<file path="config.mk">
export PLATFORM = sky130hd
export DESIGN_NAME = tco_top
export DESIGN_NICKNAME = d
export VERILOG_FILES = /design/src/hdl/tco_pkg.sv /design/src/hdl/tco_counter.sv /design/src/hdl/tco_channel.sv /design/src/hdl/tco_top.sv
export VERILOG_INCLUDE_DIRS = /design/src /design/src/hdl
export SDC_FILE = /design/constraint.sdc
export NUM_CORES = 1
export LEC_CHECK = 0
export ABC_AREA = 1
export BUFFER_PORTS_ARGS = -buffer_cell sky130_fd_sc_hd__buf_2
export CORE_ASPECT_RATIO = 1.5
export CORE_UTILIZATION = 25
export DETAILED_ROUTE_END_ITERATION = 16
export PLACE_DENSITY = 0.47
export RECOVER_POWER = 25
export REMOVE_ABC_BUFFERS = 1
export SYNTH_ARGS = -nofsm -noshare
export SYNTH_HDL_FRONTEND = slang
export SYNTH_HIERARCHICAL = 1
export SYNTH_SLANG_ARGS = --single-unit
</file>
<file path="constraint.sdc">
create_clock -name clk_in -period 2.1 [get_ports clk_in]
set_input_delay 0.63 -clock clk_in [delete_from_list [all_inputs] [get_ports clk_in]]
set_output_delay 0.63 -clock clk_in [all_outputs]
set_load 0.01 [all_outputs]
</file>
<file path="src/hdl/tco_cfg.svh">
// offsets, field positions, reset values and prescale counts for the timer
`ifndef TCO_CFG_SVH
`define TCO_CFG_SVH

// register offsets on the plain register port
`define TCO_OFS_CONTROL_A    3'h0
`define TCO_OFS_CONTROL_B    3'h1
`define TCO_OFS_COMPARE_A    3'h2
`define TCO_OFS_COMPARE_B    3'h3
`define TCO_OFS_COUNT        3'h4

// control a field positions
`define TCO_CHAN_A_ACT_HI    7
`define TCO_CHAN_A_ACT_LO    6
`define TCO_CHAN_B_ACT_HI    5
`define TCO_CHAN_B_ACT_LO    4
`define TCO_WAVE_LOW_HI      1
`define TCO_WAVE_LOW_LO      0

// control b field positions
`define TCO_WAVE_TOP_BIT     3
`define TCO_CLK_SEL_HI       2
`define TCO_CLK_SEL_LO       0

// reset values and counter limits
`define TCO_CONTROL_RST      8'h00
`define TCO_COMPARE_RST      8'h00
`define TCO_COUNT_RST        8'h00
`define TCO_MAX_TOP          8'hFF
`define TCO_BOTTOM           8'h00

// prescale masks: tick when the low bits of the divider are all ones
`define TCO_DIV8_MASK        10'h007
`define TCO_DIV32_MASK       10'h01F
`define TCO_DIV64_MASK       10'h03F
`define TCO_DIV128_MASK      10'h07F
`define TCO_DIV256_MASK      10'h0FF
`define TCO_DIV1024_MASK     10'h3FF

`endif

</file>
<file path="src/hdl/tco_pkg.sv">
// types shared by the timer compare output design
`default_nettype none
package tco_pkg;

    // counting sequence chosen by the waveform select bits
    typedef enum logic [1:0] {
        TCO_NORMAL,
        TCO_CTC,
        TCO_FAST,
        TCO_PHASE
    } tco_mode_t;

    // counter state handed to the compare channels
    typedef struct packed {
        logic [7:0] count;
        logic [7:0] top;
        logic       up;
        logic       tick;
    } tco_cnt_t;

endpackage : tco_pkg
`default_nettype wire

</file>
<file path="src/hdl/tco_counter.sv">
// prescaler and 8-bit up or up/down counter
`include "tco_cfg.svh"
`default_nettype none
module tco_counter (
    // clock and reset
    input  wire logic              clk_in,
    input  wire logic              rst_in,
    // control
    input  wire logic [2:0]        clk_sel_in,
    input  wire tco_pkg::tco_mode_t mode_in,
    input  wire logic [7:0]        top_in,
    input  wire logic              load_in,
    input  wire logic [7:0]        load_value_in,
    // counter state
    output var  tco_pkg::tco_cnt_t cnt_out
);
    logic [9:0] div;
    logic [9:0] next_div;
    logic [7:0] count;
    logic [7:0] next_count;
    logic       up;
    logic       next_up;
    logic       tick;
    logic [9:0] mask;

    // tick enable from the selected division
    always_comb begin
        mask = 10'h000;
        case (clk_sel_in)
            3'h2:    mask = `TCO_DIV8_MASK;
            3'h3:    mask = `TCO_DIV32_MASK;
            3'h4:    mask = `TCO_DIV64_MASK;
            3'h5:    mask = `TCO_DIV128_MASK;
            3'h6:    mask = `TCO_DIV256_MASK;
            3'h7:    mask = `TCO_DIV1024_MASK;
            default: mask = 10'h000;
        endcase
        tick     = (clk_sel_in != 3'h0) && ((div & mask) == mask);
        next_div = div + 10'h001;
    end

    // next count: wrap at top, or turn at top and bottom
    always_comb begin
        next_count = count;
        next_up    = up;
        if (load_in) begin
            next_count = load_value_in;
        end else if (tick) begin
            if (mode_in == tco_pkg::TCO_PHASE) begin
                if (up && count >= top_in) begin
                    next_up    = 1'b0;
                    next_count = (count == `TCO_BOTTOM) ? count : count - 8'h01;
                end else if (!up && count == `TCO_BOTTOM) begin
                    next_up    = 1'b1;
                    next_count = count + 8'h01;
                end else begin
                    next_count = up ? count + 8'h01 : count - 8'h01;
                end
            end else begin
                next_up    = 1'b1;
                next_count = (count == top_in) ? `TCO_BOTTOM : count + 8'h01;
            end
        end
    end

    // register the counter state
    always_ff @(posedge clk_in) begin
        if (rst_in) begin
            div   <= 10'h000;
            count <= `TCO_COUNT_RST;
            up    <= 1'b1;
        end else begin
            div   <= next_div;
            count <= next_count;
            up    <= next_up;
        end
    end

    assign cnt_out = '{count: count, top: top_in, up: up, tick: tick};
endmodule : tco_counter
`default_nettype wire

</file>
<file path="src/hdl/tco_channel.sv">
// output action logic for one compare channel
`include "tco_cfg.svh"
`default_nettype none
module tco_channel #(
    parameter bit CHAN_B = 1'b0
) (
    // clock and reset
    input  wire logic               clk_in,
    input  wire logic               rst_in,
    // control
    input  wire tco_pkg::tco_mode_t mode_in,
    input  wire logic [1:0]         action_in,
    input  wire logic               top_bit_in,
    input  wire logic [7:0]         compare_in,
    input  wire tco_pkg::tco_cnt_t  cnt_in,
    // waveform level
    output logic                    level_out
);
    logic level;
    logic next_level;
    logic match;
    logic at_top;
    logic special;
    logic pwm;

    // action on match, bottom or top per mode
    always_comb begin
        pwm     = (mode_in == tco_pkg::TCO_FAST) || (mode_in == tco_pkg::TCO_PHASE);
        match   = cnt_in.tick && (cnt_in.count == compare_in);
        at_top  = cnt_in.tick && (cnt_in.count == cnt_in.top);
        special = pwm && action_in[1] && (compare_in == cnt_in.top);
        next_level = level;
        case (mode_in)
            tco_pkg::TCO_NORMAL, tco_pkg::TCO_CTC: begin
                if (match) begin
                    case (action_in)
                        2'h1:    next_level = ~level;
                        2'h2:    next_level = 1'b0;
                        2'h3:    next_level = 1'b1;
                        default: next_level = level;
                    endcase
                end
            end
            tco_pkg::TCO_FAST: begin
                if (action_in == 2'h1) begin
                    // channel b code 01 reserved: no action
                    if (!CHAN_B && top_bit_in && match) next_level = ~level;
                end else if (action_in[1]) begin
                    if (match && !special) next_level = action_in[0];
                    else if (at_top) next_level = ~action_in[0];
                end
            end
            tco_pkg::TCO_PHASE: begin
                if (action_in == 2'h1) begin
                    if (!CHAN_B && top_bit_in && match) next_level = ~level;
                end else if (action_in[1]) begin
                    if (special) begin
                        if (at_top) next_level = ~action_in[0];
                    end else if (match) begin
                        next_level = cnt_in.up ? action_in[0] : ~action_in[0];
                    end
                end
            end
            default: next_level = level;
        endcase
    end

    // register the level
    always_ff @(posedge clk_in) begin
        if (rst_in) level <= 1'b0;
        else        level <= next_level;
    end

    assign level_out = level;
endmodule : tco_channel
`default_nettype wire

</file>
<file path="src/hdl/tco_top.sv">
// timer with two compare outputs, registers and pin override
//
// Operation
// - nonzero channel a code takes pin a, except pwm code 01 with top bit clear
// - non-pwm a: off, toggle, clear, set
// - pwm a code 01: off or toggle
// - fast a: clear/set on match, flip bottom
// - fast, compare at top: skip match
// - phase a: action flips with count direction
// - phase, compare at top: act at top
// - nonzero channel b code takes pin b
// - non-pwm b: off, toggle, clear, set
// - fast b: 01 reserved, 10/11 pwm
// - phase b: 01 reserved, 10/11 pwm
// - control a bits 3 and 2 read zero
// - low bits plus top bit choose mode
`include "tco_cfg.svh"
`default_nettype none
module tco_top (
    // clock and reset
    input  wire logic       clk_in,
    input  wire logic       rst_in,
    // register port
    input  wire logic [2:0] reg_addr_in,
    input  wire logic [7:0] reg_wdata_in,
    input  wire logic       reg_write_in,
    input  wire logic       reg_read_in,
    output logic      [7:0] reg_rdata_out,
    // ordinary port function, index 0 channel a, 1 channel b
    input  wire logic [1:0] port_data_in,
    input  wire logic [1:0] port_dir_in,
    // compare pins
    output logic      [1:0] pin_out,
    output logic      [1:0] pin_oe_n_out
);
    // software visible state
    logic [7:0]         timer2_control_a;
    logic [7:0]         next_timer2_control_a;
    logic [7:0]         timer2_control_b;
    logic [7:0]         next_timer2_control_b;
    logic [1:0][7:0]    compare_value;
    logic [1:0][7:0]    next_compare_value;
    logic [1:0][7:0]    compare_active;
    logic [1:0][7:0]    next_compare_active;
    logic [7:0]         rdata;
    logic [7:0]         next_rdata;
    logic [1:0]         pin;
    logic [1:0]         next_pin;
    logic [1:0]         pin_oe_n;
    logic [1:0]         next_pin_oe_n;

    // decoded control
    logic [1:0]         chan_a_output_action;
    logic [1:0]         chan_b_output_action;
    logic [1:0]         waveform_select_low;
    logic               waveform_select_top_bit;
    logic [2:0]         waveform_select;
    logic [2:0]         clk_sel;
    tco_pkg::tco_mode_t mode;
    logic               top_from_compare;
    logic [7:0]         top;
    logic               count_load;
    logic               update_point;
    tco_pkg::tco_cnt_t  cnt;
    logic [1:0][1:0]    action;
    logic [1:0]         level;
    logic [1:0]         connected;

    // field extraction
    assign chan_a_output_action    = timer2_control_a[`TCO_CHAN_A_ACT_HI:`TCO_CHAN_A_ACT_LO];
    assign chan_b_output_action    = timer2_control_a[`TCO_CHAN_B_ACT_HI:`TCO_CHAN_B_ACT_LO];
    assign waveform_select_low     = timer2_control_a[`TCO_WAVE_LOW_HI:`TCO_WAVE_LOW_LO];
    assign waveform_select_top_bit = timer2_control_b[`TCO_WAVE_TOP_BIT];
    assign clk_sel                 = timer2_control_b[`TCO_CLK_SEL_HI:`TCO_CLK_SEL_LO];
    assign waveform_select         = {waveform_select_top_bit, waveform_select_low};
    assign action[0]               = chan_a_output_action;
    assign action[1]               = chan_b_output_action;

    // mode and top source from the waveform select
    always_comb begin
        mode             = tco_pkg::TCO_NORMAL;
        top_from_compare = 1'b0;
        case (waveform_select)
            3'h1: mode = tco_pkg::TCO_PHASE;
            3'h2: begin
                mode             = tco_pkg::TCO_CTC;
                top_from_compare = 1'b1;
            end
            3'h3: mode = tco_pkg::TCO_FAST;
            3'h5: begin
                mode             = tco_pkg::TCO_PHASE;
                top_from_compare = 1'b1;
            end
            3'h7: begin
                mode             = tco_pkg::TCO_FAST;
                top_from_compare = 1'b1;
            end
            default: mode = tco_pkg::TCO_NORMAL;
        endcase
        top = top_from_compare ? compare_active[0] : `TCO_MAX_TOP;
    end

    // register writes; reserved bits never stored
    always_comb begin
        next_timer2_control_a = timer2_control_a;
        next_timer2_control_b = timer2_control_b;
        next_compare_value    = compare_value;
        count_load            = 1'b0;
        if (reg_write_in) begin
            case (reg_addr_in)
                `TCO_OFS_CONTROL_A: next_timer2_control_a = reg_wdata_in & 8'hF3;
                `TCO_OFS_CONTROL_B: next_timer2_control_b = reg_wdata_in & 8'h0F;
                `TCO_OFS_COMPARE_A: next_compare_value[0] = reg_wdata_in;
                `TCO_OFS_COMPARE_B: next_compare_value[1] = reg_wdata_in;
                `TCO_OFS_COUNT:     count_load            = 1'b1;
                default:            count_load            = 1'b0;
            endcase
        end
    end

    // compare values: immediate outside pwm, buffered to top or bottom in pwm
    always_comb begin
        update_point = 1'b0;
        if (mode == tco_pkg::TCO_PHASE) begin
            update_point = cnt.tick && (cnt.count == cnt.top) && cnt.up;
        end else if (mode == tco_pkg::TCO_FAST) begin
            update_point = cnt.tick && (cnt.count == cnt.top);
        end
        next_compare_active = compare_active;
        for (int i = 0; i < 2; i++) begin
            if (mode == tco_pkg::TCO_NORMAL || mode == tco_pkg::TCO_CTC || update_point) begin
                next_compare_active[i] = compare_value[i];
            end
        end
    end

    // read data for one cycle after the strobe; unmapped reads zero
    always_comb begin
        next_rdata = 8'h00;
        if (reg_read_in) begin
            case (reg_addr_in)
                `TCO_OFS_CONTROL_A: next_rdata = timer2_control_a & 8'hF3;
                `TCO_OFS_CONTROL_B: next_rdata = timer2_control_b;
                `TCO_OFS_COMPARE_A: next_rdata = compare_value[0];
                `TCO_OFS_COMPARE_B: next_rdata = compare_value[1];
                `TCO_OFS_COUNT:     next_rdata = cnt.count;
                default:            next_rdata = 8'h00;
            endcase
        end
    end

    // pin ownership and driver enable
    always_comb begin
        // channel a pwm code 01 with top bit clear stays disconnected
        connected[0] = (chan_a_output_action != 2'h0) &&
                       !((mode == tco_pkg::TCO_FAST || mode == tco_pkg::TCO_PHASE) &&
                         chan_a_output_action == 2'h1 && !waveform_select_top_bit);
        connected[1] = (chan_b_output_action != 2'h0);
        for (int i = 0; i < 2; i++) begin
            next_pin[i]      = connected[i] ? level[i] : port_data_in[i];
            // driver needs the direction bit whoever owns the pin
            next_pin_oe_n[i] = ~port_dir_in[i];
        end
    end

    // register all state and outputs
    always_ff @(posedge clk_in) begin
        if (rst_in) begin
            timer2_control_a <= `TCO_CONTROL_RST;
            timer2_control_b <= `TCO_CONTROL_RST;
            compare_value    <= {2{`TCO_COMPARE_RST}};
            compare_active   <= {2{`TCO_COMPARE_RST}};
            rdata            <= 8'h00;
            pin              <= 2'h0;
            pin_oe_n         <= 2'h3;
        end else begin
            timer2_control_a <= next_timer2_control_a;
            timer2_control_b <= next_timer2_control_b;
            compare_value    <= next_compare_value;
            compare_active   <= next_compare_active;
            rdata            <= next_rdata;
            pin              <= next_pin;
            pin_oe_n         <= next_pin_oe_n;
        end
    end

    assign reg_rdata_out = rdata;
    assign pin_out       = pin;
    assign pin_oe_n_out  = pin_oe_n;

    // shared counter
    tco_counter u_counter (
        .clk_in        (clk_in),
        .rst_in        (rst_in),
        .clk_sel_in    (clk_sel),
        .mode_in       (mode),
        .top_in        (top),
        .load_in       (count_load),
        .load_value_in (reg_wdata_in),
        .cnt_out       (cnt)
    );

    // one action unit per channel, same counter, own compare and code
    for (genvar g = 0; g < 2; g++) begin : g_chan
        tco_channel #(
            .CHAN_B (g == 1)
        ) u_chan (
            .clk_in     (clk_in),
            .rst_in     (rst_in),
            .mode_in    (mode),
            .action_in  (action[g]),
            .top_bit_in (waveform_select_top_bit),
            .compare_in (compare_active[g]),
            .cnt_in     (cnt),
            .level_out  (level[g])
        );
    end
endmodule : tco_top
`default_nettype wire

</file>
==> metrics.txt <==
via count between 6000 and 7000; Crit Path Max Fanout 8; Iteration-0 DRC Markers 335; final setup margin -257 ps; Post-synth EDFFs 0; wire per inst around 15 µm; # DRC 0; Critical Path Source timer2_control_b[3]$_SDFFE_PP0P_; die area between 20000 and 25000 µm²; Worst Tran Pin Value approximately 960 ps; Starting Density roughly 26%; global-route wire length before repair ~32000 µm; arrival time worst endpoint 2630 ps; Initial DRT Pass Iterations 4; WS Path Type reg -> reg; synth top area cells dfxtp_1 (26%), nand2_1 (17%), inv_1 (10%), nor2_1 (8.2%), a21oi_1 (6.3%); Seq/Total Area, Yosys between 20% and 30%; Slew HR a little over a third; Pins Over Slew Limit 0; CP Launch Type flip-flop; count of unique library cells instantiated by Yosys between 40 and 50; CP Capture Type flip-flop; total CTS buffers 9; filler instances 2470; Final Power approximately 0.0041 W; hpwl dp 15800 µm; Post-Place Worst Slack -342 ps; clock sinks 75; leakage between 3 and 4 nW; mapped cell area around 5700 µm²; RSZ-0062 raised after global routing true; largest net degree at the start of global routing between 40 and 50; most frequent cell after synthesis nand2_1; clk buf depth 2; Synth top area share around a quarter; fin crit period roughly 2400 ps; pwr/cell area 533 nW/µm²; status finished with violations; Ant. Diodes 0; failing checks setup timing; CP Cell Sequence buf_6 -> nor2_4 -> nor2_4 -> buf_12 -> nand2_1 -> inv_1 -> ha_4 -> nand2_1 -> nor2_2 -> nand2_2 -> nand2_2 -> nor2_4 -> nand3_4 -> nand2_4 -> buf_4 -> nand2_1 -> nand3_1 -> nor2_1 -> nor2_1 -> nor2_1; Critical Path RT roughly 2400 ps; r2r setup slk -260 ps; CTS tree yes; Yosys Warn Count 6; Max-Cap Viols 0; root buf cell clkbuf_16; Final setup viols 27; commonest register cell after synthesis dfxtp_1; Highest Clock Rate ~420 MHz; Std-Cell Rows 67; Post-synth top cells nand2_1 (260), inv_1 (154), nor2_1 (125); peak supply drop 0.000377 V; Crit path buffers/inverters 4; Area Overhead vs Synth 33.4%; area leader, netlist dfxtp_1; Routed WL around 20000 µm; Reg clk slew, reported paths approximately 70 ps; post-route clock period utilization 112%; total congestion overflow 0; Post-DRT Antenna Nets 0; GPL Wtd Cong 0.885; Synth Register Bits 75; vias in the first global route slightly above 6000; share of layout cells above drive strength 1 about 28%; Setup TNS -3450 ps; total core area 22500 µm²; Clock Skew 9.60 ps; Syn Inst Count 958; final net count ~1100; IO Port Bufs 30; Hold WC Path Type in -> reg; die height around 190 µm; Tot GR Track Use 17.5%; initial antenna violation count 0; Worst R2R Start timer2_control_b[3]$_SDFFE_PP0P_; # IOs 31; final hold violations 0; H-tree depth 3; max incr delay on CP between 300 and 400 ps; clk_lat worst skew between 300 and 400 ps; die span in x between 100 and 150 µm; CP top delay family simple AND/OR/NAND/NOR gates; slowest CP cell dfxtp_2; HP Start port_dir_in[1]; Post-synth ARST share 0%; routed vias/inst roughly 4.6; Syn Area/Cell ~6 µm²
[layout make-up]
class,instances,area (µm²),area share (%)
repair buffers,134,1100,14.3
inverters,174,659,8.61
clock inverters,6,90.1,1.18
multi-input cells,681,3730,48.6
clock buffers,9,225,2.94
flip-flops and latches,75,1520,19.8
well taps,276,345,4.51
[layout by cell type (no fill, tap or decap), types with 4 or more instances in the layout]
master       n
a21oi_1     58
a21oi_2     12
a21oi_4      4
buf_12       6
buf_2       30
buf_4       80
buf_6       11
clkbuf_16    9
dfxtp_1     64
dfxtp_2     10
ha_1        11
ha_4         6
inv_1      147
inv_2       22
nand2_1    237
nand2_2     25
nand2_4      6
nand3_1     42
nand3_2     23
nand3b_1     4
nand4_1     12
nor2_1     112
nor2_2      18
nor2_4       7
nor3_1       4
o21ai_0     42
o22ai_1     16
xnor2_1      5
xor2_1      12
[through the flow]
stage | instances | utilization [%] | hold WS (ps) | cell area (µm²)
detailed placement | 1321 | 30.1 | 457 | 6770
CTS | 1345 | 32.9 | 435 | 7380
floorplan | 930 | - | 415 | 5560
global placement | 1321 | 30.1 | 456 | 6770
global route | 1355 | 34.1 | 436 | 7660
finish | 1355 | 34.1 | 443 | 7660
[worst register-to-register path: stages (launching register included)]
cell and delay [ps]:
dfxtp_2 330, buf_6 120, nor2_4 130, nor2_4 60, buf_12 140, nand2_1 100, inv_1 70, ha_4 260
nand2_1 70, nor2_2 120, nand2_2 60, nand2_2 70, nor2_4 50, nand3_4 130, nand2_4 90, buf_4 150
nand2_1 50, nand3_1 70, nor2_1 100, nor2_1 50, nor2_1 70
[registers in the layout, indices dropped and copies added, names as in the netlist, 4 cells and up]
name / count
u_counter/div: 10
reg_rdata_out: 8
u_counter/count: 8
compare_active: 16
timer2_control_b: 4
timer2_control_a: 6
compare_value: 16
[power breakdown]
part,total [W],switching (W),internal (W)
registers,0.00152,0.0000518,0.00147
clock network,0.00169,0.000654,0.00104
logic,0.000863,0.000523,0.000340
[layer usage]
metal  up-vias  GRT usage (%)  part of all wire, %
met3        52           1.65                  2.1
met5         -              0                    0
met2       110           32.7                   53
met4         0           12.5                  5.9
li1       3223              -                    -
met1      2859           18.1                   39
[worst paths after layout]
check                                    endpoint  cells past startpoint
setup / recovery  u_counter/count[7]$_SDFFE_PP0P_                     20
hold / removal         pin_oe_n_out[1]$_SDFF_PP1_                      2
setup reg to reg  u_counter/count[7]$_SDFFE_PP0P_                     20
hold reg to reg    compare_value[13]$_SDFFE_PP0P_                      2
[cell families (layout without fill, tap and decap cells)]
group | Yosys count | in the layout | synth area share [%]
flip-flops | 75 | 75 | 26.2
adder cells (fa/ha/maj) | 17 | 17 | 3.71
AND/OR/NAND/NOR | 501 | 501 | 39.3
XOR/XNOR | 17 | 17 | 2.59
buffers and inverters | 202 | 323 | 14.5
AO/OA/AOI/OAI | 146 | 146 | 13.8
[timing repair]
action	in CTS	in global routing
buffers inserted	9	10
endpoints found under the hold margin	0	0
gates resized for setup	65	52
cloned	2	0
hold buffers	0	0
endpoints found under the setup margin	27	27
pin swaps	26	39
Note: power is estimated with default switching activity, not from simulation.
